<file path="src/include/rcw_cfg.svh">
`ifndef RCW_CFG_SVH
`define RCW_CFG_SVH

`define RCW_ADDR_CTRL    8'hB6
`define RCW_ADDR_REFRESH 8'hB7
`define RCW_ADDR_TIME_ACCESS_KEY   8'hF7

`define RCW_CTRL_RESET   8'h04
`define RCW_BIT_FLAG     7
`define RCW_BIT_EN       5
`define RCW_SEL_MSB      3
`define RCW_SEL_LSB      0
`define RCW_SEL_RESET    4'h4

`define RCW_REFRESH_KEY  8'h55
`define RCW_KEY_1        8'h55
`define RCW_KEY_2        8'hAA
`define RCW_KEY_3        8'h5A

`define RCW_CLK_KHZ      100000
`define RCW_RC_KHZ       250
`define RCW_RC_CYC       ((`RCW_CLK_KHZ) / (`RCW_RC_KHZ))
`define RCW_DIV_W        15
`define RCW_CNT_W        8
`define RCW_SETTLE       2'h3

`endif

</file>
<file path="src/include/rcw_pkg.sv">
package rcw_pkg;

  typedef enum logic [3:0] {
    RCW_SEQ0 = 4'b0001,
    RCW_SEQ1 = 4'b0010,
    RCW_SEQ2 = 4'b0100,
    RCW_OPEN = 4'b1000
  } rcw_key_e;

  typedef struct packed {
    logic        flag;
    logic        en;
    logic [3:0]  sel;
    rcw_key_e    key;
    logic        opt_s1;
    logic        opt_s2;
    logic        opt_lat;
    logic [1:0]  settle;
    logic [14:0] divcnt;
    logic [7:0]  wcnt;
    logic [7:0]  rdata;
    logic        rst_req;
    logic        running;
  } rcw_state_s;

endpackage

</file>
<file path="src/hdl/rcw_tick_gen.sv">
`timescale 1ns/1ns
`include "rcw_cfg.svh"
// stands in for the free-running RC oscillator: one tick per RC period,
// never cleared by software, so refresh cannot stretch the time base
module rcw_tick_gen #(
  parameter int CYC = `RCW_RC_CYC
) (
  input  wire logic mclk_i,
  input  wire logic sys_rst_i,
  output logic      tick_o
);
  localparam int W = $clog2(CYC);

  typedef struct packed {
    logic [W-1:0] cnt;
    logic         tick;
  } rcw_tick_s;

  rcw_tick_s st;
  rcw_tick_s next_st;

  if (CYC < 2) begin : g_bad_cyc
    $error("rcw_tick_gen: CYC must be at least 2");
  end

  always_comb begin
    next_st = st;
    next_st.tick = 1'b0;
    if (st.cnt == W'(CYC - 1)) begin
      next_st.cnt  = '0;
      next_st.tick = 1'b1;
    end else begin
      next_st.cnt = st.cnt + W'(1);
    end
  end

  always_ff @(posedge mclk_i) begin
    if (sys_rst_i) begin
      st <= '0;
    end else begin
      st <= next_st;
    end
  end

  assign tick_o = st.tick;
endmodule

</file>
<file path="src/hdl/rcw_watchdog.sv">
`timescale 1ns/1ns
`include "rcw_cfg.svh"
module rcw_watchdog
  import rcw_pkg::*;
#(
  parameter int RC_CYC = `RCW_RC_CYC
) (
  input  wire logic       mclk_i,
  input  wire logic       sys_rst_i,
  input  wire logic [7:0] sfr_addr_i,
  input  wire logic       sfr_wr_i,
  input  wire logic       sfr_rd_i,
  input  wire logic [7:0] sfr_wdata_i,
  input  wire logic       option_disable_i,
  output logic      [7:0] sfr_rdata_o,
  output logic            mcu_reset_req_o,
  output logic            watchdog_running_o
);
  rcw_state_s st;
  rcw_state_s next_st;
  logic       rc_tick;
  logic       div_tick;
  logic       overflow;
  logic       wr_ctrl;
  logic       wr_refresh;
  logic       wr_key;
  logic [14:0] div_mask;

  if (RC_CYC < 2) begin : g_bad_rc_cyc
    $error("rcw_watchdog: RC_CYC must be at least 2");
  end

  rcw_tick_gen #(
    .CYC (RC_CYC)
  ) u_tick (
    .mclk_i    (mclk_i),
    .sys_rst_i (sys_rst_i),
    .tick_o    (rc_tick)
  );

  assign wr_ctrl    = sfr_wr_i && (sfr_addr_i == `RCW_ADDR_CTRL);
  assign wr_refresh = sfr_wr_i && (sfr_addr_i == `RCW_ADDR_REFRESH);
  assign wr_key     = sfr_wr_i && (sfr_addr_i == `RCW_ADDR_TIME_ACCESS_KEY);

  // divide by two to the select: fire when the low sel bits are all ones
  assign div_mask = 15'((16'h0001 << st.sel) - 16'h0001);
  assign div_tick = rc_tick && ((st.divcnt & div_mask) == div_mask);
  assign overflow = st.running && div_tick && (st.wcnt == 8'hFF);

  always_comb begin
    next_st = st;
    next_st.rst_req = 1'b0;
    next_st.rdata   = 8'h00;

    // option pin synchroniser; only the second stage is looked at.
    // both stages are cleared by reset, so the last copy, on the third
    // edge, is the first that really carries the pin
    next_st.opt_s1 = option_disable_i;
    next_st.opt_s2 = st.opt_s1;
    if (st.settle != `RCW_SETTLE) begin
      next_st.settle  = st.settle + 2'h1;
      next_st.opt_lat = st.opt_s2;
    end

    // time base keeps dividing while running; mclk never stops here, so
    // sleep does not pause it (the real part needs the RC domain for that)
    if (st.running) begin
      if (rc_tick) begin
        next_st.divcnt = st.divcnt + 15'h0001;
      end
      if (div_tick) begin
        next_st.wcnt = st.wcnt + 8'h01;
      end
    end

    // refresh: only the key value restarts the count
    if (wr_refresh && (sfr_wdata_i == `RCW_REFRESH_KEY)) begin
      next_st.wcnt   = 8'h00;
      next_st.divcnt = 15'h0000;
    end

    // unlock sequence; a wrong byte starts over, a 55h counts as first only from SEQ0 or OPEN
    if (wr_key) begin
      case (st.key)
        RCW_SEQ1: begin
          next_st.key = (sfr_wdata_i == `RCW_KEY_2) ? RCW_SEQ2 : RCW_SEQ0;
        end
        RCW_SEQ2: begin
          next_st.key = (sfr_wdata_i == `RCW_KEY_3) ? RCW_OPEN : RCW_SEQ0;
        end
        default: begin
          next_st.key = (sfr_wdata_i == `RCW_KEY_1) ? RCW_SEQ1 : RCW_SEQ0;
        end
      endcase
    end

    // control write only while open, and it relocks at once
    if (wr_ctrl && (st.key == RCW_OPEN)) begin
      next_st.key = RCW_SEQ0;
      next_st.sel = sfr_wdata_i[`RCW_SEL_MSB:`RCW_SEL_LSB];
      if (sfr_wdata_i[`RCW_BIT_EN]) begin
        next_st.en = 1'b1;
      end else if (!st.running) begin
        next_st.en = 1'b0;
      end
      if (!sfr_wdata_i[`RCW_BIT_FLAG]) begin
        next_st.flag = 1'b0;
      end
    end

    if (sfr_rd_i && (sfr_addr_i == `RCW_ADDR_CTRL)) begin
      next_st.rdata = {st.flag, 1'b0, st.en, 1'b0, st.sel};
    end

    // overflow acts as a chip reset for this block: set beats clear
    if (overflow) begin
      next_st.flag    = 1'b1;
      next_st.rst_req = 1'b1;
      next_st.en      = 1'b0;
      next_st.sel     = `RCW_SEL_RESET;
      next_st.key     = RCW_SEQ0;
      next_st.wcnt    = 8'h00;
      next_st.divcnt  = 15'h0000;
      next_st.settle  = 2'h0;
    end

    next_st.running = next_st.en && !next_st.opt_lat &&
                      (next_st.settle == `RCW_SETTLE);
  end

  always_ff @(posedge mclk_i) begin
    if (sys_rst_i) begin
      st         <= '0;
      st.flag    <= 1'b0;
      st.en      <= 1'b0;
      st.sel     <= `RCW_SEL_RESET;
      st.key     <= RCW_SEQ0;
      st.opt_lat <= 1'b1;
    end else begin
      st <= next_st;
    end
  end

  assign sfr_rdata_o        = st.rdata;
  assign mcu_reset_req_o    = st.rst_req;
  assign watchdog_running_o = st.running;
endmodule

</file>
<file path="config.mk">
export PLATFORM = sky130hd
export DESIGN_NAME = rcw_watchdog
export DESIGN_NICKNAME = d
export VERILOG_FILES = /design/src/include/rcw_pkg.sv /design/src/hdl/rcw_tick_gen.sv /design/src/hdl/rcw_watchdog.sv
export VERILOG_INCLUDE_DIRS = /design/src /design/src/include
export SDC_FILE = /design/constraint.sdc
export NUM_CORES = 1
export LEC_CHECK = 0
export ABC_AREA = 0
export BUFFER_PORTS_ARGS = -buffer_cell sky130_fd_sc_hd__buf_2
export CORE_ASPECT_RATIO = 0.5
export CORE_MARGIN = 2
export CORE_UTILIZATION = 34
export DETAILED_ROUTE_END_ITERATION = 8
export PLACE_DENSITY = 0.56
export SLEW_MARGIN = 20
export SYNTH_ARGS = -nofsm -noshare
export SYNTH_HDL_FRONTEND = slang
export SYNTH_HIERARCHICAL = 1
export SYNTH_SLANG_ARGS = --single-unit
</file>
<file path="constraint.sdc">
create_clock -name mclk_i -period 9.25 [get_ports mclk_i]
set_input_delay 1.85 -clock mclk_i [delete_from_list [all_inputs] [get_ports mclk_i]]
set_output_delay 1.85 -clock mclk_i [all_outputs]
set_load 0.02 [all_outputs]
</file>
==> results.tsv, run 1 <==
stage	metric	value	unit
power	clockPowerShare	40.3	%
sta	tns	0	ns
yosys	syn-cell-area	2760	sq um
floorplanning	initial_utilization	34.8	%
sta	rsz0062_at_grt	no	
sta	fin_skew	0.00506	ns
critical_path	cp_max_fo	18	
yosys	synth_edf_count	0	
yosys	ys_seq_area_share	40.6	%
global_route	global_route.usage.met1	15.1	%
yosys	ys_warn_count	6	
yosys	synth_seq_cells	56	
floorplanning	die_w	131	um
yosys	syn_area_per_cell	8.66	sq um
global_route	grt_use_met3	3.23	%
cts	cts_resized	0	
finish	stdcell_count	446	
drt	drt-wirelength-per-cell	12.2	um
job	cap_violations	0	
critical_path	worstPathRequired	9.40	ns
power	p_sw_share	21.0	%
cts	htreeDepth	2	
power	power_frac_comb	3.9	%
critical_path	end_kind	flop	
global_route	busiest_layer	met2	
sta	min_period	3.61	ns
cts	clkLatencyLatePin	0.29	ns
floorplanning	die_h	67.7	um
drt	viasPerCell	5.00	
drt	drt-total-wl	5440	um
yosys	synthArstFlopShare	0	%
placement	dp.cells	439	
global_route	grt_pass1_wl	9430	um
finish	diodes	0	
cts	numClockSinks	56	
cts	cts_tree	built	
sta	setup_viol	0	
global_route	antenna_found_initial	0	
global_route	track_usage	13.1	%
power	p_sw	0.0000934	W
critical_path	start_kind	input port	
floorplanning	std_cell_rows	23	
floorplanning	core	7940	sq um
drt	ant_nets	0	
placement	io_buffers	28	
finish	nets	359	
sta	clock.fmax	277	MHz
global_route	grt_pass1_vias	2141	
drt	drc	0	
global_route	grt_util_met2	24.0	%
yosys	post_synth_num_cell_types	54	
power	seqPwrFrac	55.8	%
sta	slew_headroom	50.6	%
floorplanning	die-area	8900	sq um
drt	drt-initial-drc-count	73	
cts	cts_inserted_buffers	5	
cts	post_cts_buffers	0	
cts	cts_buffer_depth	2	
power	leakage	1.14	nW
finish	drive_gt1_share	13.5	%
sta	drv_slew	0	
power	powerDensity	146	nW/um^2
sta	hold_violations	0	
cts	cts_root_buf	clkbuf_16	
sta	tightest_slew	0.737	ns
floorplanning	ioPinCount	31	
placement	finalWeightedCongestion	0.847	
placement	hpwl	3990	um
finish	layout_commonest_cell	dfxtp_1	
cts	hold_buffers	0	
power	vdd_drop_max	0.0697	mV
finish	final_cell_mix	56 x dfxtp_1, 39 x nor2_1, 28 x buf_2	
drt	dr.pass1.iters	4	
global_route	grt_overflow	0	
cts	clk_pin_slew	0.06	ns
global_route	grt_start_max_net_pins	19	
yosys	synth_flop_cell	dfxtp_1	
drt	num_vias	2231	
critical_path	path_class	in2reg	
critical_path	crit_arrival	3.76	ns
sta	post-route-period-util	39.1	%
power	p_int	0.000350	W
yosys	synthCells	319	
finish	area_delta_synth_final	10.4	%
outcome	outcome	complete, no violations	
worst_hold_path	hp-class	reg2reg	
-- path summary, 6_finish.rpt --
| check | start | end | slack, ns | cells after the start |
|---|---|---|---|---|
| max | sfr_wdata_i[5] | st[28]$_SDFFE_PP0P_ | 5.64 | 6 |
| min | next_st[36]$_SDFF_PP0_ | st[36]$_SDFF_PP0_ | 0.44 | 1 |
| max reg2reg | st[42]$_SDFFE_PP0P_ | st[38]$_SDFFE_PP1P_ | 5.66 | 9 |
| min reg2reg | next_st[36]$_SDFF_PP0_ | st[36]$_SDFF_PP0_ | 0.44 | 1 |
-- cell type report --
type | instances | area, sq um
clock buffer | 6 | 129
timing repair buffer | 28 | 140
inverter | 10 | 37.5
tap | 112 | 140
fill | 827 | 4890
multi-input combinational | 233 | 1480
clock inverter | 1 | 5.00
sequential | 56 | 1120
-- logic make-up after synthesis --
kind of cell | Yosys count | synth area share [%]
AND/OR/NAND/NOR | 144 | 27.6
AO/OA/AOI/OAI | 57 | 15.2
flip-flops | 56 | 40.6
buffers and inverters | 31 | 6.07
XOR/XNOR | 19 | 6.03
multiplexers | 7 | 2.54
adder cells (fa/ha/maj) | 4 | 1.81
other | 1 | 0.136
-- power by group through the flow --
stage | Clock [W] | Sequential [W] | Combinational [W]
after floorplan | 0 | 0.000252 | 0.0000107
after global placement | 0 | 0.000253 | 0.0000170
after detailed placement | 0 | 0.000253 | 0.0000176
after CTS | 0.000188 | 0.000247 | 0.0000177
after global routing | 0.000198 | 0.000248 | 0.0000198
final | 0.000179 | 0.000248 | 0.0000174
-- registers in the layout, indices dropped and copies added, names as in the netlist --
signal,count
next_st,1
mcu_reset_req_o,1
st,37
u_tick/st,9
sfr_rdata_o,6
watchdog_running_o,1
u_tick/tick_o,1
-- routing by layer --
layer / wire, um / share of wire, %
met4: 76 / 1.4
met5: 0 / 0
met3: 106 / 1.9
met1: 2650 / 49
met2: 2600 / 48
-- per-stage QoR --
| stage | power, W | instance area, sq um | utilization, % | hold WS [ns] | setup slack (ns) |
|---|---|---|---|---|---|
| 2_1_floorplan | 0.000263 | 2770 | - | 0.414 | 5.61 |
| 3_5_place_dp | 0.000271 | 2920 | 36.7 | 0.420 | 5.31 |
| 5_1_grt | 0.000466 | 3050 | 38.4 | 0.461 | 5.38 |
| 3_3_place_gp | 0.000270 | 2920 | 36.7 | 0.424 | 5.44 |
| 6_report | 0.000444 | 3050 | 38.4 | 0.436 | 5.64 |
| 4_1_cts | 0.000453 | 3050 | 38.4 | 0.437 | 5.62 |
-- synth_stat cells, drive strengths merged (3+ instances only) --
master / instances / share of area (%)
o21a: 4 / 1.1
nor2b: 5 / 1.1
nand3: 15 / 3.2
o21ai: 12 / 2.2
o31ai: 5 / 2.0
a41o: 3 / 1.1
clkbuf: 3 / 0.45
nor2: 39 / 5.3
nand2: 24 / 3.3
nor3: 8 / 1.4
dfxtp: 56 / 41
and3: 6 / 1.4
inv: 10 / 1.4
xnor2: 5 / 1.6
xor2: 14 / 4.4
and2: 8 / 1.8
buf: 18 / 4.3
a21oi: 17 / 3.1
nor4b: 3 / 0.95
nand4: 10 / 2.3
nor4: 8 / 1.8
mux2i: 7 / 2.5
or3: 6 / 1.5
ha: 4 / 1.8
-- critical path, stage by stage --
cell	delay, ns
buf_2	0.11
or4b_1	0.54
nor4_1	0.55
a41oi_1	0.33
o31ai_4	0.26
nor2_1	0.12
Power figures use the tool's default switching activity.
==> run 2, diff against run 1 <==
--- a/config.mk
+++ b/config.mk
@@ -12,7 +12,7 @@
 export CORE_MARGIN = 2
 export CORE_UTILIZATION = 34
 export DETAILED_ROUTE_END_ITERATION = 8
-export PLACE_DENSITY = 0.56
+export PLACE_DENSITY = 0.58
 export SLEW_MARGIN = 20
 export SYNTH_ARGS = -nofsm -noshare
 export SYNTH_HDL_FRONTEND = slang
==> constraint.sdc (replaced) <==
create_clock -name mclk_i -period 2.9 [get_ports mclk_i]
set_input_delay 0.58 -clock mclk_i [delete_from_list [all_inputs] [get_ports mclk_i]]
set_output_delay 0.58 -clock mclk_i [all_outputs]
set_load 0.02 [all_outputs]
==> run 2 against run 1 <==
Against the previous run:
- clock skew about the same
- clock power grew to 3.4 times the previous value
- via count rose by 3.2%
- sequential power grew to 3.2 times the previous value
- final area rose by 4.6%
- sequential cell count stayed put
- count of clock-buffer cells in the layout is 2 higher
- non-clock buffer count increased by 11
- first-iteration DRC count grew to 2.5 times the previous value
- setup slack worse by 5.4 ns
- sequential share of layout area shrank 1.6 points
- largest cell class unchanged
- combinational power rose to 3.4 times the previous value
==> results.tsv, run 2 (synthesis gave the netlist of run 1 again) <==
stage	metric	value	unit	change
global_route	grt_pass1_wl	9820	um	+4.1%
finish	top_register	st		
drt	ant_nets	0		unchanged
cts	cts_root_buf	clkbuf_16		
global_route	grt_pass1_vias	2174		+1.5%
floorplanning	die-area	8900	sq um	unchanged
placement	hpwl	4180	um	+4.6%
global_route	grt_overflow	0		unchanged
critical_path	worstPathRequired	3.13	ns	-6.27 ns
finish	largest_reg_flops	37		unchanged
finish	multi_input_area	1510	sq um	+2.3%
critical_path	end_kind	flop		
critical_path	path_class	reg2reg		
sta	drv_slew	0		unchanged
cts	hold_buffers	0		unchanged
global_route	grt_start_max_net_pins	19		unchanged
floorplanning	die_w	131	um	unchanged
cts	clkLatencyLatePin	0.29	ns	about the same
critical_path	start_kind	flop		
floorplanning	ioPinCount	31		unchanged
drt	viasPerCell	5.03		+0.52%
sta	setup_viol	0		unchanged
sta	clock.fmax	369	MHz	
floorplanning	core	7940	sq um	unchanged
job	cap_violations	0		unchanged
finish	diodes	0		unchanged
worst_hold_path	hp-class	reg2reg		
finish	nFillCells	832		+0.60%
sta	hold_violations	0		unchanged
drt	drc	0		unchanged
drt	dr.pass1.iters	4		unchanged
finish	layout_commonest_cell	dfxtp_1		
outcome	outcome	complete, no violations		
sta	slew_headroom	65.9	%	+15 points
sta	fin_skew	0.00475	ns	-0.000313 ns
power	powerDensity	457	nW/um^2	+210%
placement	dp.cells	446		+1.6%
cts	cts_tree	built		
finish	regArea	1120	sq um	unchanged
sta	post-route-period-util	93.5	%	
cts	cts_buffer_depth	2		unchanged
finish	drive_gt1_share	17.3	%	+3.9 points
drt	num_vias	2303		+3.2%
critical_path	cp_slowest_stage_delay	0.56	ns	about the same
placement	io_buffers	28		unchanged
power	total_power	0.00146	W	+230%
sta	min_period	2.71	ns	
placement	finalWeightedCongestion	0.829		-2.1%
floorplanning	initial_utilization	34.8	%	unchanged
floorplanning	std_cell_rows	23		unchanged
critical_path	crit_arrival	2.94	ns	-0.82 ns
critical_path	crit_slowest_cell	or4b_4		
finish	area_delta_synth_final	15.5	%	
global_route	antenna_found_initial	0		unchanged
drt	drt-total-wl	5720	um	+5.2%
cts	cts_inserted_buffers	5		unchanged
cts	numClockSinks	56		unchanged
power	leakage	1.21	nW	+5.9%
cts	htreeDepth	2		unchanged
critical_path	cp_max_fo	10		-8
power	vdd_drop_max	0.223	mV	+220%
finish	nets	370		+3.1%
drt	drt-wirelength-per-cell	12.5	um	+2.4%
floorplanning	die_h	67.7	um	unchanged
drt	drt-initial-drc-count	183		+150%
critical_path	crit_chain	or4b_4 -> ha_4 -> xor2_2 -> nor4b_2 -> a2111oi_2 -> o2111a_2 -> nand3_4 -> or4_1 -> a21oi_1		
finish	stdcell_count	458		+2.7%
sta	tightest_slew	0.506	ns	-0.230 ns
cts	clk_pin_slew	0.07	ns	about the same
finish	final_cell_mix	56 x dfxtp_1, 39 x nor2_1, 28 x buf_2		
global_route	track_usage	13.6	%	+0.53 points
[run 2: cell count changes in the layout (fill, tap and decap cells not counted), sizes merged]
cell | before | now
buf | 28 | 39
clkbuf | 6 | 8
clkinv | 1 | 0
[run 2: through the flow]
step | utilization [%] | instance area (sq um) | setup slack [ns] | setup TNS (ns) | hold slack, ns
final | 40.2 | 3190 | 0.189 | 0 | 0.447
after detailed placement | 37.9 | 3010 | 0.119 | 0 | 0.442
after global routing | 40.2 | 3190 | -0.0104 | -0.0104 | 0.475
after CTS | 39.7 | 3150 | 0.111 | 0 | 0.457
after floorplan | - | 2810 | -0.00331 | -0.00331 | 0.414
after global placement | 37.9 | 3010 | 0.146 | 0 | 0.440
[run 2: cell type report]
class                           instances  area share, %
Inverter                               10           1.18
Timing Repair Buffer                   39           7.37
Clock buffer                            8           4.59
Sequential cell                        56           35.1
Tap cell                              112           4.39
Multi-Input combinational cell        233           47.3
[run 2: timing repair]
| action | 4_1_cts | 5_1_grt |
|---|---|---|
| buffers inserted | 0 | 4 |
| endpoints found under the setup margin | 0 | 2 |
| gates resized for setup | 0 | 1 |
[run 2: critical path, delay by kind of cell (launching register included)]
kind,cells,cell delay [ns]
AND/OR/NAND/NOR,4,1.32
adder cells (fa/ha/maj),1,0.21
XOR/XNOR,1,0.15
AO/OA/AOI/OAI,3,0.63
flip-flops,1,0.34
[run 2: path summary, 6_finish.rpt]
check,slack [ns],startpoint,endpoint,depth (start not counted)
hold / removal,0.45,next_st[36]$_SDFF_PP0_,st[36]$_SDFF_PP0_,1
setup / recovery,0.19,st[44]$_SDFFE_PP1P_,st[16]$_SDFFE_PP0P_,9
hold reg to reg,0.45,next_st[36]$_SDFF_PP0_,st[36]$_SDFF_PP0_,1
setup reg to reg,0.19,st[44]$_SDFFE_PP1P_,st[16]$_SDFFE_PP0P_,9
[run 2: layer usage]
metal / share of wire (%) / global-route usage [%] / vias to the layer above / routed length, um
li1: - / - / 1174 / -
met1: 50 / 16.6 / 1084 / 2840
met2: 46 / 24.2 / 36 / 2660
met3: 2.7 / 3.38 / 9 / 156
met4: 1.1 / 4.76 / 0 / 63
met5: 0 / 0 / - / 0
[run 2: power by group]
group | internal (W) | switching, W | total [W] | leakage, nW
sequential | 0.000779 | 0.0000104 | 0.000790 | 0.453
combinational | 0.0000273 | 0.0000327 | 0.0000600 | 0.682
clock | 0.000345 | 0.000264 | 0.000609 | 0.0712
total | 0.00115 | 0.000307 | 0.00146 | 1.21
